[src/cam_pkg.sv]
`default_nettype none
package cam_pkg;
  // Address space and reset
  localparam int          CAM_PC_W   = 13;
  localparam logic [12:0] CAM_PC_RST = 13'h0000;
  // Instruction lengths in bytes
  localparam logic [1:0]  CAM_LEN1   = 2'h1;
  localparam logic [1:0]  CAM_LEN2   = 2'h2;
  localparam logic [1:0]  CAM_LEN3   = 2'h3;
  // Fetch phases: opcode, two operand bytes, tested data byte
  localparam logic [1:0]  CAM_PH_OPC = 2'h0;
  localparam logic [1:0]  CAM_PH_B2  = 2'h2;
  localparam logic [1:0]  CAM_PH_DAT = 2'h3;
  // Opcodes that need more than the class nibble
  localparam logic [7:0]  CAM_OP_BSR  = 8'hAD;
  localparam logic [7:0]  CAM_OP_A2X  = 8'h97;
  localparam logic [7:0]  CAM_OP_X2A  = 8'h9F;
  localparam logic [7:0]  CAM_OP_CY1  = 8'h99;
  localparam logic [7:0]  CAM_OP_CY0  = 8'h98;
  localparam logic [7:0]  CAM_OP_IM1  = 8'h9B;
  localparam logic [7:0]  CAM_OP_IM0  = 8'h9A;
  localparam logic [7:0]  CAM_OP_TRAP = 8'h83;
  localparam logic [7:0]  CAM_OP_SRET = 8'h81;
  localparam logic [7:0]  CAM_OP_IRET = 8'h80;
  localparam logic [7:0]  CAM_OP_SPI  = 8'h9C;
  localparam logic [7:0]  CAM_OP_IDLE = 8'h9D;
  localparam logic [7:0]  CAM_OP_STOP = 8'h8E;
  localparam logic [7:0]  CAM_OP_WAIT = 8'h8F;

  typedef enum logic [3:0] {
    CAM_M_IMM = 4'h0, CAM_M_DIR = 4'h1, CAM_M_EXT = 4'h2,
    CAM_M_REL = 4'h3, CAM_M_IX  = 4'h4, CAM_M_IX1 = 4'h5,
    CAM_M_IX2 = 4'h6, CAM_M_BSC = 4'h7, CAM_M_BTB = 4'h8,
    CAM_M_INH = 4'h9
  } cam_mode_t;

  typedef enum logic [3:0] {
    CAM_C_NONE = 4'h0, CAM_C_COPY_ACC_TO_INDEX = 4'h1,
    CAM_C_COPY_INDEX_TO_ACC = 4'h2, CAM_C_SET_CARRY = 4'h3,
    CAM_C_CLEAR_CARRY = 4'h4, CAM_C_MASK_INT = 4'h5,
    CAM_C_UNMASK_INT = 4'h6, CAM_C_SW_TRAP = 4'h7,
    CAM_C_SUB_RETURN = 4'h8, CAM_C_INT_RETURN = 4'h9,
    CAM_C_SP_REINIT = 4'hA, CAM_C_IDLE = 4'hB,
    CAM_C_STOP = 4'hC, CAM_C_WAIT = 4'hD
  } cam_ctl_t;

  typedef enum logic [1:0] {
    CAM_ST_IDLE = 2'h0, CAM_ST_WAIT = 2'h1, CAM_ST_EXEC = 2'h2
  } cam_state_t;
endpackage : cam_pkg
`default_nettype wire

[src/cam_core.sv]
`default_nettype none
// Summary of operation
// RULE1: Ten addressing modes form the effective address.
// RULE2: Immediate operand is the byte after opcode.
// RULE3: Direct: one address byte, low 256, two bytes.
// RULE4: Extended: two address bytes, three-byte instruction.
// RULE5: Branch adds signed offset only when taken.
// RULE6: Offset span -128..+127 from next opcode.
// RULE7: Indexed no offset: index is address, one byte.
// RULE8: Index plus unsigned byte, up to 510.
// RULE9: Index plus unsigned 16-bit field, three bytes.
// RULE10: Bit set/clear: bit in opcode, direct address.
// RULE11: Bit test: bit, polarity, address, signed offset.
// RULE12: Tested bit is copied into carry.
// RULE13: Inherent instructions are one byte long.
// RULE14: Decode the register-reference control operations.
// RULE15: Program counter is 13 bits, next byte.
// RULE16: Two-byte fields high byte first; short upper zero.
// RULE17: Wide addresses truncated to program address width.
module cam_core #(
  parameter int              PC_W   = cam_pkg::CAM_PC_W,
  parameter logic [PC_W-1:0] RST_PC = cam_pkg::CAM_PC_RST
) (
  // Clock and reset
  input  wire logic              i_clock,
  input  wire logic              i_nrst,
  // Core side
  input  wire logic              i_run,
  input  wire logic [7:0]        i_index,
  input  wire logic              i_branch_cond,
  // Memory bus
  output logic                   o_mem_rd,
  output logic [PC_W-1:0]        o_mem_addr,
  input  wire logic              i_mem_valid,
  input  wire logic [7:0]        i_mem_data,
  // Decode results
  output logic                   o_done,
  output cam_pkg::cam_mode_t     o_mode,
  output logic [1:0]             o_len,
  output logic [7:0]             o_opcode,
  output logic [7:0]             o_operand,
  output logic [PC_W-1:0]        o_eff_addr,
  output logic [2:0]             o_bit_num,
  output logic                   o_taken,
  output cam_pkg::cam_ctl_t      o_ctl,
  output logic                   o_carry_wr,
  output logic                   o_carry_val,
  output logic [PC_W-1:0]        o_pc
);
  import cam_pkg::*;

  if (PC_W < 9 || PC_W > 16) begin : g_chk
    $error("PC_W must lie between 9 and 16");
  end

  ////////////////////////////////////////////////////////////////////////////
  // State
  cam_state_t      state_ff, nxt_state;
  logic [1:0]      ph_ff, nxt_ph;
  logic [PC_W-1:0] pc_ff, nxt_pc;
  logic [7:0]      opc_ff, nxt_opc;
  logic [7:0]      b1_ff, nxt_b1;
  logic [7:0]      b2_ff, nxt_b2;
  logic [7:0]      dat_ff, nxt_dat;
  logic            rd_ff, nxt_rd;
  logic [PC_W-1:0] addr_ff, nxt_addr;
  logic            done_ff;
  cam_mode_t       mode_ff;
  logic [1:0]      len_ff;
  logic [PC_W-1:0] eff_addr_ff, nxt_eff_addr;
  logic            taken_ff;
  cam_ctl_t        ctl_ff;
  logic            cwr_ff;
  logic            cval_ff;

  ////////////////////////////////////////////////////////////////////////////
  // Decode tables
  function automatic cam_mode_t mode_of(input logic [7:0] op);
    case (op[7:4])
      4'h0:    mode_of = CAM_M_BTB;
      4'h1:    mode_of = CAM_M_BSC;
      4'h2:    mode_of = CAM_M_REL;
      4'h3:    mode_of = CAM_M_DIR;
      4'h6:    mode_of = CAM_M_IX1;
      4'h7:    mode_of = CAM_M_IX;
      4'hA:    mode_of = (op == CAM_OP_BSR) ? CAM_M_REL : CAM_M_IMM;
      4'hB:    mode_of = CAM_M_DIR;
      4'hC:    mode_of = CAM_M_EXT;
      4'hD:    mode_of = CAM_M_IX2;
      4'hE:    mode_of = CAM_M_IX1;
      4'hF:    mode_of = CAM_M_IX;
      default: mode_of = CAM_M_INH; // 4x, 5x, 8x, 9x
    endcase
  endfunction : mode_of

  // Byte count follows the mode alone
  function automatic logic [1:0] len_of(input cam_mode_t m);
    case (m)
      CAM_M_EXT, CAM_M_IX2, CAM_M_BTB: len_of = CAM_LEN3; // RULE4 RULE9 RULE11
      CAM_M_IX, CAM_M_INH:             len_of = CAM_LEN1; // RULE7 RULE13
      default:                         len_of = CAM_LEN2; // RULE2 RULE3 RULE8 RULE10
    endcase
  endfunction : len_of

  function automatic cam_ctl_t ctl_of(input logic [7:0] op);
    case (op)
      CAM_OP_A2X:  ctl_of = CAM_C_COPY_ACC_TO_INDEX;
      CAM_OP_X2A:  ctl_of = CAM_C_COPY_INDEX_TO_ACC;
      CAM_OP_CY1:  ctl_of = CAM_C_SET_CARRY;
      CAM_OP_CY0:  ctl_of = CAM_C_CLEAR_CARRY;
      CAM_OP_IM1:  ctl_of = CAM_C_MASK_INT;
      CAM_OP_IM0:  ctl_of = CAM_C_UNMASK_INT;
      CAM_OP_TRAP: ctl_of = CAM_C_SW_TRAP;
      CAM_OP_SRET: ctl_of = CAM_C_SUB_RETURN;
      CAM_OP_IRET: ctl_of = CAM_C_INT_RETURN;
      CAM_OP_SPI:  ctl_of = CAM_C_SP_REINIT;
      CAM_OP_IDLE: ctl_of = CAM_C_IDLE;
      CAM_OP_STOP: ctl_of = CAM_C_STOP;
      CAM_OP_WAIT: ctl_of = CAM_C_WAIT;
      default:     ctl_of = CAM_C_NONE;
    endcase
  endfunction : ctl_of

  ////////////////////////////////////////////////////////////////////////////
  // Decode wires; the opcode is decoded as it arrives
  wire             op_arrive = (state_ff == CAM_ST_WAIT) &&
                               (ph_ff == CAM_PH_OPC);
  wire [7:0]       dec_op    = op_arrive ? i_mem_data : opc_ff;
  cam_mode_t       mode_w;
  assign mode_w = mode_of(dec_op); // RULE1
  wire [1:0]       len_w     = len_of(mode_w);
  wire [1:0]       ph_inc    = ph_ff + 2'h1;
  wire             more_ins  = (ph_ff != CAM_PH_DAT) && (ph_inc < len_w);
  wire             need_dat  = (mode_w == CAM_M_BTB) &&
                               (ph_ff == CAM_PH_B2);
  wire [PC_W-1:0]  pc_inc    = pc_ff + {{(PC_W-1){1'b0}}, 1'b1};

  // Short addresses sit in page zero
  wire [PC_W-1:0]  dir_addr  = {{(PC_W-8){1'b0}}, b1_ff}; // RULE16
  wire [PC_W-1:0]  ix_addr   = {{(PC_W-8){1'b0}}, i_index};
  wire [8:0]       ix1_sum   = {1'b0, b1_ff} + {1'b0, i_index}; // RULE8
  wire [15:0]      wide      = {b1_ff, b2_ff}; // RULE16
  wire [16:0]      ix2_sum   = {1'b0, wide} + {9'h000, i_index}; // RULE9

  // Offset is the last byte; target is relative to the next opcode
  wire [7:0]       off       = (mode_w == CAM_M_BTB) ? b2_ff : b1_ff;
  wire [PC_W-1:0]  off_sx    = {{(PC_W-8){off[7]}}, off}; // RULE6
  wire [PC_W-1:0]  target    = pc_ff + off_sx;

  // Bit test: even opcode branches on set, odd on clear
  wire             tested    = dat_ff[opc_ff[3:1]]; // RULE11
  wire             btb_take  = tested ^ opc_ff[0];
  wire             take_w    = (mode_w == CAM_M_REL) ? i_branch_cond :
                               (mode_w == CAM_M_BTB) ? btb_take : 1'b0;

  ////////////////////////////////////////////////////////////////////////////
  // Effective address per mode
  always_comb begin
    case (mode_w)
      CAM_M_DIR, CAM_M_BSC, CAM_M_BTB: nxt_eff_addr = dir_addr; // RULE3 RULE10
      CAM_M_EXT: nxt_eff_addr = wide[PC_W-1:0]; // RULE4 RULE17
      CAM_M_IX:  nxt_eff_addr = ix_addr; // RULE7
      CAM_M_IX1: nxt_eff_addr = {{(PC_W-9){1'b0}}, ix1_sum};
      CAM_M_IX2: nxt_eff_addr = ix2_sum[PC_W-1:0]; // RULE17
      CAM_M_REL: nxt_eff_addr = target;
      default:   nxt_eff_addr = {PC_W{1'b0}}; // RULE2
    endcase
  end

  ////////////////////////////////////////////////////////////////////////////
  // Sequencer: one read in flight, no prefetch, so a stalled bus
  // simply holds the sequencer in the wait state
  always_comb begin
    nxt_state = state_ff;
    nxt_ph    = ph_ff;
    nxt_pc    = pc_ff;
    nxt_opc   = opc_ff;
    nxt_b1    = b1_ff;
    nxt_b2    = b2_ff;
    nxt_dat   = dat_ff;
    nxt_rd    = 1'b0;
    nxt_addr  = addr_ff;
    case (state_ff)
      CAM_ST_IDLE: begin
        if (i_run) begin
          nxt_rd    = 1'b1;
          nxt_addr  = pc_ff;
          nxt_ph    = CAM_PH_OPC;
          nxt_state = CAM_ST_WAIT;
        end
      end
      CAM_ST_WAIT: begin
        if (i_mem_valid) begin
          case (ph_ff)
            2'h0:    nxt_opc = i_mem_data;
            2'h1:    nxt_b1  = i_mem_data;
            2'h2:    nxt_b2  = i_mem_data;
            default: nxt_dat = i_mem_data;
          endcase
          // PC tracks the next instruction byte
          if (ph_ff != CAM_PH_DAT) begin
            nxt_pc = pc_inc; // RULE15
          end
          if (more_ins) begin
            nxt_rd   = 1'b1;
            nxt_addr = pc_inc;
            nxt_ph   = ph_inc;
          end else if (need_dat) begin
            nxt_rd   = 1'b1;
            nxt_addr = dir_addr; // RULE11
            nxt_ph   = CAM_PH_DAT;
          end else begin
            nxt_state = CAM_ST_EXEC;
          end
        end
      end
      CAM_ST_EXEC: begin
        if (take_w) begin
          nxt_pc = target; // RULE5
        end
        nxt_state = CAM_ST_IDLE;
      end
      default: nxt_state = CAM_ST_IDLE;
    endcase
  end

  wire exec = (state_ff == CAM_ST_EXEC);

  ////////////////////////////////////////////////////////////////////////////
  // Sequencer registers
  always_ff @(posedge i_clock or negedge i_nrst) begin
    if (!i_nrst) begin
      state_ff <= CAM_ST_IDLE;
      ph_ff    <= CAM_PH_OPC;
      pc_ff    <= RST_PC;
      opc_ff   <= 8'h00;
      b1_ff    <= 8'h00;
      b2_ff    <= 8'h00;
      dat_ff   <= 8'h00;
      rd_ff    <= 1'b0;
      addr_ff  <= {PC_W{1'b0}};
    end else begin
      state_ff <= nxt_state;
      ph_ff    <= nxt_ph;
      pc_ff    <= nxt_pc;
      opc_ff   <= nxt_opc;
      b1_ff    <= nxt_b1;
      b2_ff    <= nxt_b2;
      dat_ff   <= nxt_dat;
      rd_ff    <= nxt_rd;
      addr_ff  <= nxt_addr;
    end
  end

  // Results; done and carry write pulse for one cycle, the rest held until the next instruction completes
  always_ff @(posedge i_clock or negedge i_nrst) begin
    if (!i_nrst) begin
      done_ff  <= 1'b0;
      mode_ff  <= CAM_M_INH;
      len_ff   <= CAM_LEN1;
      eff_addr_ff <= {PC_W{1'b0}};
      taken_ff <= 1'b0;
      ctl_ff   <= CAM_C_NONE;
      cwr_ff   <= 1'b0;
      cval_ff  <= 1'b0;
    end else begin
      done_ff <= exec;
      cwr_ff  <= exec && (mode_w == CAM_M_BTB); // RULE12
      if (exec) begin
        mode_ff  <= mode_w;
        len_ff   <= len_w;
        eff_addr_ff <= nxt_eff_addr;
        taken_ff <= take_w;
        ctl_ff   <= ctl_of(opc_ff); // RULE14
        cval_ff  <= tested; // RULE12
      end
    end
  end

  assign o_mem_rd    = rd_ff;
  assign o_mem_addr  = addr_ff;
  assign o_done      = done_ff;
  assign o_mode      = mode_ff;
  assign o_len       = len_ff;
  assign o_opcode    = opc_ff;
  assign o_operand   = b1_ff;
  assign o_eff_addr  = eff_addr_ff;
  assign o_bit_num   = opc_ff[3:1];
  assign o_taken     = taken_ff;
  assign o_ctl       = ctl_ff;
  assign o_carry_wr  = cwr_ff;
  assign o_carry_val = cval_ff;
  assign o_pc        = pc_ff;

  ////////////////////////////////////////////////////////////////////////////
  // Checks; reads since the last completion
  logic [2:0] rdn_ff;
  always_ff @(posedge i_clock or negedge i_nrst) begin
    if (!i_nrst) begin
      rdn_ff <= 3'h0;
    end else if (done_ff) begin
      rdn_ff <= {2'h0, rd_ff};
    end else if (rd_ff) begin
      rdn_ff <= rdn_ff + 3'h1;
    end
  end
endmodule : cam_core
`default_nettype wire

[config.mk]
export PLATFORM = sky130hd
export DESIGN_NAME = cam_core
export DESIGN_NICKNAME = d
export VERILOG_FILES = /design/src/cam_pkg.sv /design/src/cam_core.sv
export SDC_FILE = /design/constraint.sdc
export NUM_CORES = 1
export LEC_CHECK = 0
export ABC_AREA = 1
export BUFFER_PORTS_ARGS = -buffer_cell sky130_fd_sc_hd__clkbuf_2
export CAP_MARGIN = 20
export CELL_PAD_IN_SITES_DETAIL_PLACEMENT = 1
export CELL_PAD_IN_SITES_GLOBAL_PLACEMENT = 1
export CORE_MARGIN = 2
export CORE_UTILIZATION = 42
export CTS_CLUSTER_SIZE = 30
export DETAILED_ROUTE_END_ITERATION = 8
export PLACE_DENSITY = 0.83
export SLEW_MARGIN = 5
export SYNTH_ARGS = -nofsm -noshare
export SYNTH_HDL_FRONTEND = slang
export SYNTH_SLANG_ARGS = --single-unit
[constraint.sdc]
create_clock -name i_clock -period 3.6 [get_ports i_clock]
set_input_delay 0.54 -clock i_clock [delete_from_list [all_inputs] [get_ports i_clock]]
set_output_delay 0.54 -clock i_clock [all_outputs]
set_load 0.02 [all_outputs]
# ---- Word-level counts from Yosys, hierarchy flattened
# Index checks and enable logic that the tools add are counted.
dict set report word_totals {
  register_bits 90
  elab_cells 130
  out_inout_bits 73
}
dict set report classes {
  eq_ne 46
  n_reduce_logical 23
  n_lt_le_gt_ge 2
  n_addsub 5
  n_bitwise 2
  muxes 35
}
# cell n
set ops {}
lappend ops {{$eq 8x8->1 const B} 14}
lappend ops {{$mux 13} 7}
lappend ops {{$pmux 13 s6} 1}
lappend ops {{$pmux 13 s2} 2}
lappend ops {{$pmux 4 s13} 1}
lappend ops {{$pmux 4 s9} 1}
lappend ops {{$eq 4x4->1 const B} 8}
lappend ops {{$eq 4x3->1 const B} 6}
lappend ops {{$mux 2} 9}
lappend ops {{$eq 4x2->1 const B} 4}
lappend ops {{$mux 8} 2}
lappend ops {{$add 13x1->13 const B} 1}
lappend ops {{$add 13x13->13} 1}
lappend ops {{$add 13x8->13} 1}
lappend ops {{$ne 2x2->1 const B} 6}
lappend ops {{$pmux 2 s2} 3}
lappend ops {{$reduce_and 3->1} 4}
lappend ops {{$reduce_and 4->1} 3}
lappend ops {{$add 8x8->9} 1}
lappend ops {{$reduce_or 3->1} 3}
lappend ops {{$eq 4x1->1 const B} 2}
lappend ops {{$reduce_or 2->1} 4}
lappend ops {{$mux 1} 7}
lappend ops {{$eq 2x1->1 const B} 2}
lappend ops {{other kinds (14)} 20}

# ---- Longest topological paths before layout
dict set report logic_depth {
  depth_word 14
  mapped_depth 24
  mapped_depth_nobuf 23
}

# ---- Worst setup path after synthesis
# OpenSTA, ideal clock, no wires.
dict set report synth_path {
  kind {flip-flop to flip-flop}
  startpoint {reg ph_ff[0]}
  endpoint {reg eff_addr_ff[10], in the netlist o_eff_addr[10]}
  stages_incl_launch_ff 22
  setup_slack_ps 260
  path_buffers 2
  setup_time_ps 117
  arrival_time_ps 3223
  path_cell_list {dfrtp_1 inv_1 ha_1 buf_4 nand3_4 nand2_1 nand2_2 nor2_1 nand2_1 clkbuf_1 o21ai_0 inv_1 fa_1 o21ai_0 a21oi_1 nor2_1 nor2_1 xor2_1 nand2_1 o211ai_1 nand2_1 nand2_1}
}
dict set report synth_via {
  elab_chain_cells 10
  elab_cells_between_ends 33
}
# element line_no
set synth_lines {}
lappend synth_lines {{start: declaration} cam_core.sv:59} ;# logic [1:0] ph_ff, nxt_ph;
lappend synth_lines {{start signal: assignment} cam_core.sv:244} ;# ph_ff <= nxt_ph;
lappend synth_lines {{$logic_not 2->1 *} cam_core.sv:127} ;# (ph_ff == CAM_PH_OPC);
lappend synth_lines {{$logic_and 1x1->1 *} cam_core.sv:126} ;# wire op_arrive = (state_ff == CAM_ST_WAIT) &&
lappend synth_lines {{$mux 8 *} cam_core.sv:128} ;# wire [7:0] dec_op = op_arrive ? i_mem_data : opc_ff;
lappend synth_lines {{$eq 8x8->1, or another cell as far along} cam_core.sv:86} ;# 4'hA: mode_of = (op == CAM_OP_BSR) ? CAM_M_REL : CAM_M_IMM;
lappend synth_lines {{$mux 2 or $reduce_or 2->1 (tied branches)} -}
lappend synth_lines {{$pmux 4 s9 *} cam_core.sv:79} ;# case (op[7:4])
lappend synth_lines {{$eq 4x4->1} {cam_core.sv:146, cam_core.sv:159}}
lappend synth_lines {{$mux 8} cam_core.sv:146} ;# wire [7:0] off = (mode_w == CAM_M_BTB) ? b2_ff : b1_ff;
lappend synth_lines {{$add 13x13->13} cam_core.sv:148} ;# wire [PC_W-1:0] target = pc_ff + off_sx;
lappend synth_lines {{$pmux 13 s6 *} cam_core.sv:159} ;# case (mode_w)
lappend synth_lines {{end signal: assignment} cam_core.sv:261} ;# eff_addr_ff <= {PC_W{1'b0}};
lappend synth_lines {{end signal: assignment} cam_core.sv:272} ;# eff_addr_ff <= nxt_eff_addr;
lappend synth_lines {{end: declaration} cam_core.sv:70} ;# logic [PC_W-1:0] eff_addr_ff, nxt_eff_addr;
# Mark *: on every way between the ends. The rest lies on a longest branch, timed or not.
# A chain may end at the register's enable or synchronous reset.

# ---- Final worst setup path
dict set report layout_path {
  startpoint {reg ph_ff[0]}
  endpoint {reg eff_addr_ff[9], in the netlist o_eff_addr[9]}
}
# Same word-level chain as after synthesis.

==> metrics.cfg <==
[clock_tree]
cts-htree-levels = 3
clockBufferDepth = 2
cts_root_buf = clkbuf_16
numCtsBuffers = 9
clk_pin_slew_ns = 0.07
cts_tree = yes
hold_buffers = 0
clk_latency_ns = 0.36
cts.sinks = 90

[power]
power.density_nw_per_um2 = 1130
max-vdd-ir-drop_mv = 0.452
leakagePower_nw = 4.05

[placement]
hpwlAfterDp_um = 16700
gp_congestion = 0.904
dp_slack_ns = 0.0649
dp.cells = 1184
io_buffers = 93

[routing]
dr.pass1.iters = 5
drt_iter0_markers = 450
routed_wl_um = 22200
vias = 6601
ant_nets = 0
drc_errors = 0
wl_per_cell_um = 18.4
vias_per_cell = 5.48

[synth]
yosys.cell_types.count = 48
ys.flop_type = dfrtp_1
netlist_area_sq_um = 6430
yosysSeqAreaShare = 0.351
ys_ff_latch = 90
async_flop_share = 1.00
syn-instance-count = 912
synth_warnings = 0
syn-mean-instance-area_sq_um = 7.05
synth-edff-count = 0
syn-num-nets = 971

[floorplanning]
die_h_um = 128
dieArea_sq_um = 16300
rows = 45
core_area_sq_um = 15100
die_w_um = 128
initial_utilization = 0.426
io_pins = 94

[setup_path]
critPathMaxFanout = 9
r2r_slack_ns = 0.26
cp.arrival_ns = 3.63
crit_start = ph_ff[0]
r2r_cells = 20
r2r-start = ph_ff[0]
cp-start-kind = flip-flop
cp-end-kind = flip-flop
cp_data_required_time_ns = 3.90
path_class = flip-flop to flip-flop
r2r_end = o_eff_addr[9]

[global_route]
grt_max_degree = 62
antenna_found_initial = 0
grt_overflow = 0
grtUsageTotal = 0.277
grt_first_pass_wirelength_um = 35400
grt_pass1_vias = 6737

[finish]
areaGrowthSynthToFinish_pct = 17.7
diodes = 0
layout-drive-gt1-share = 0.179
fin_util = 0.502
fin_cells = 1204
finalNetCount = 1070

[sta]
min_period_ns = 3.34
setup_slack_ns = 0.264
slew_viol_final = 0
setup_viol = 0
finalHoldViolations = 0
tightest_slew_ns = 0.851
max_slew_margin = 0.432
max_freq_mhz = 300
skew_ns = 0.0108
fin_crit_sh = 0.927

[status]
status = completed

[worst_hold_path]
min_path_type = input pin to async pin

[run]
drv_cap = 0

## routing by layer
metal / share of wire / up-vias / track usage / wire length (um)
met5: 0 / - / 0 / 0
met4: 0.024 / 0 / 0.0983 / 531
met3: 0.044 / 35 / 0.0313 / 975
met2: 0.47 / 162 / 0.457 / 10400
met1: 0.46 / 3221 / 0.377 / 10200
li1: - / 3183 / - / -
## cell usage in the layout, fill, tap and decap left out, types with 9 or more instances in the layout
cell | Yosys | layout
nor2_1 | 46 | 43
clkbuf_2 | 0 | 92
inv_1 | 78 | 77
buf_4 | 6 | 23
nand3_1 | 57 | 57
xor2_1 | 21 | 21
clkbuf_16 | 0 | 9
nand4_1 | 20 | 20
nand2_1 | 335 | 333
nand2_2 | 11 | 13
o21ai_0 | 80 | 76
a21oi_1 | 29 | 26
ha_1 | 35 | 33
dfrtp_1 | 87 | 87
## through the flow
step | TNS, ns | instance area, sq um | power (mW) | hold slack (ns)
floorplan | 0 | 6430 | 5.50 | 0.244
global placement | 0 | 7130 | 7.02 | 0.454
detailed placement | 0 | 7130 | 7.17 | 0.457
CTS | 0 | 7470 | 8.32 | 0.317
global route | -0.0326 | 7570 | 9.21 | 0.324
finish | 0 | 7570 | 8.53 | 0.263
## what timing repair did
item                                   CTS  global route
setup endpoints to repair                1            17
setup buffers                            0             4
endpoints found under the hold margin    0             0
gates resized for setup                  1            19
pin swaps                                0             5
## worst max path at each step
stage,to,slack [ns],cells past startpoint
after global placement,o_eff_addr[10],0.16,21
after floorplan,o_eff_addr[10],0.26,21
after CTS,o_eff_addr[10],0.03,20
final,o_eff_addr[9],0.26,20
after detailed placement,o_eff_addr[10],0.06,21
after global routing,o_eff_addr[10],-0.03,21
## power by group
group / internal (mW) / leakage, nW / switching [mW]
Clock: 0.635 / 0.164 / 0.446
Combinational: 1.80 / 2.73 / 3.74
Sequential: 1.42 / 1.16 / 0.489
## cells in the mapped netlist (all sizes together) (4+ instances only)
library cell  instances  share of area
clkbuf               17         0.0099
a31oi                 5         0.0049
xnor2                 7         0.0095
ha                   35          0.068
buf                  10          0.013
o21ai                82          0.064
a21oi                29          0.023
nand3                59          0.049
o22ai                 8         0.0078
dfrtp                87           0.34
xor2                 21          0.029
nor3                  8         0.0062
nand2               351           0.21
or2                   4         0.0039
nor2                 51          0.035
nand4                20          0.019
a22oi                 4         0.0047
a21o                  5         0.0058
inv                  83          0.048
## cells by family (layout without fill, tap and decap cells)
logic type	Yosys count	in the layout	share of synthesized area
fa+ha+maj	38	38	0.0774
buf+inv	111	215	0.0716
simple gates	498	498	0.333
xor+xnor	28	28	0.0381
compound gates	147	147	0.129
flops	90	90	0.351
## sequential cells by signal, indices dropped and copies added (netlist names)
name,count
o_mem_rd,1
o_done,1
o_ctl,4
o_mem_addr,13
o_pc,13
b2_ff,8
o_eff_addr,13
o_taken,1
o_carry_wr,1
ph_ff,2
state_ff,2
o_opcode,8
dat_ff,8
o_len,2
o_mode,4
o_operand,8
o_carry_val,1
## worst max-delay path, cell delays in order (launching register included)
cell	delay, ns
dfrtp_1	0.39
inv_1	0.14
ha_4	0.19
nand3_4	0.12
nand2_1	0.10
nand2_2	0.11
nor2_4	0.14
nand2_2	0.08
buf_4	0.18
o21ai_1	0.18
ha_1	0.31
a21oi_1	0.17
o21ai_0	0.15
a21oi_2	0.19
nor2_1	0.06
nor2_1	0.11
xor2_1	0.29
nand2_1	0.09
o221ai_1	0.10
nand2_1	0.09
nand2_1	0.07
## area by class of cell
cell class	instances	area [sq um]
Tap cell	188	235
Clock inverter	6	95.1
Multi-Input combinational cell	711	3800
Fill cell	1999	7520
Inverter	84	315
Clock buffer	10	239
Timing Repair Buffer	115	633
Sequential cell	90	2260
Note: power is estimated with default switching activity, not from simulation.
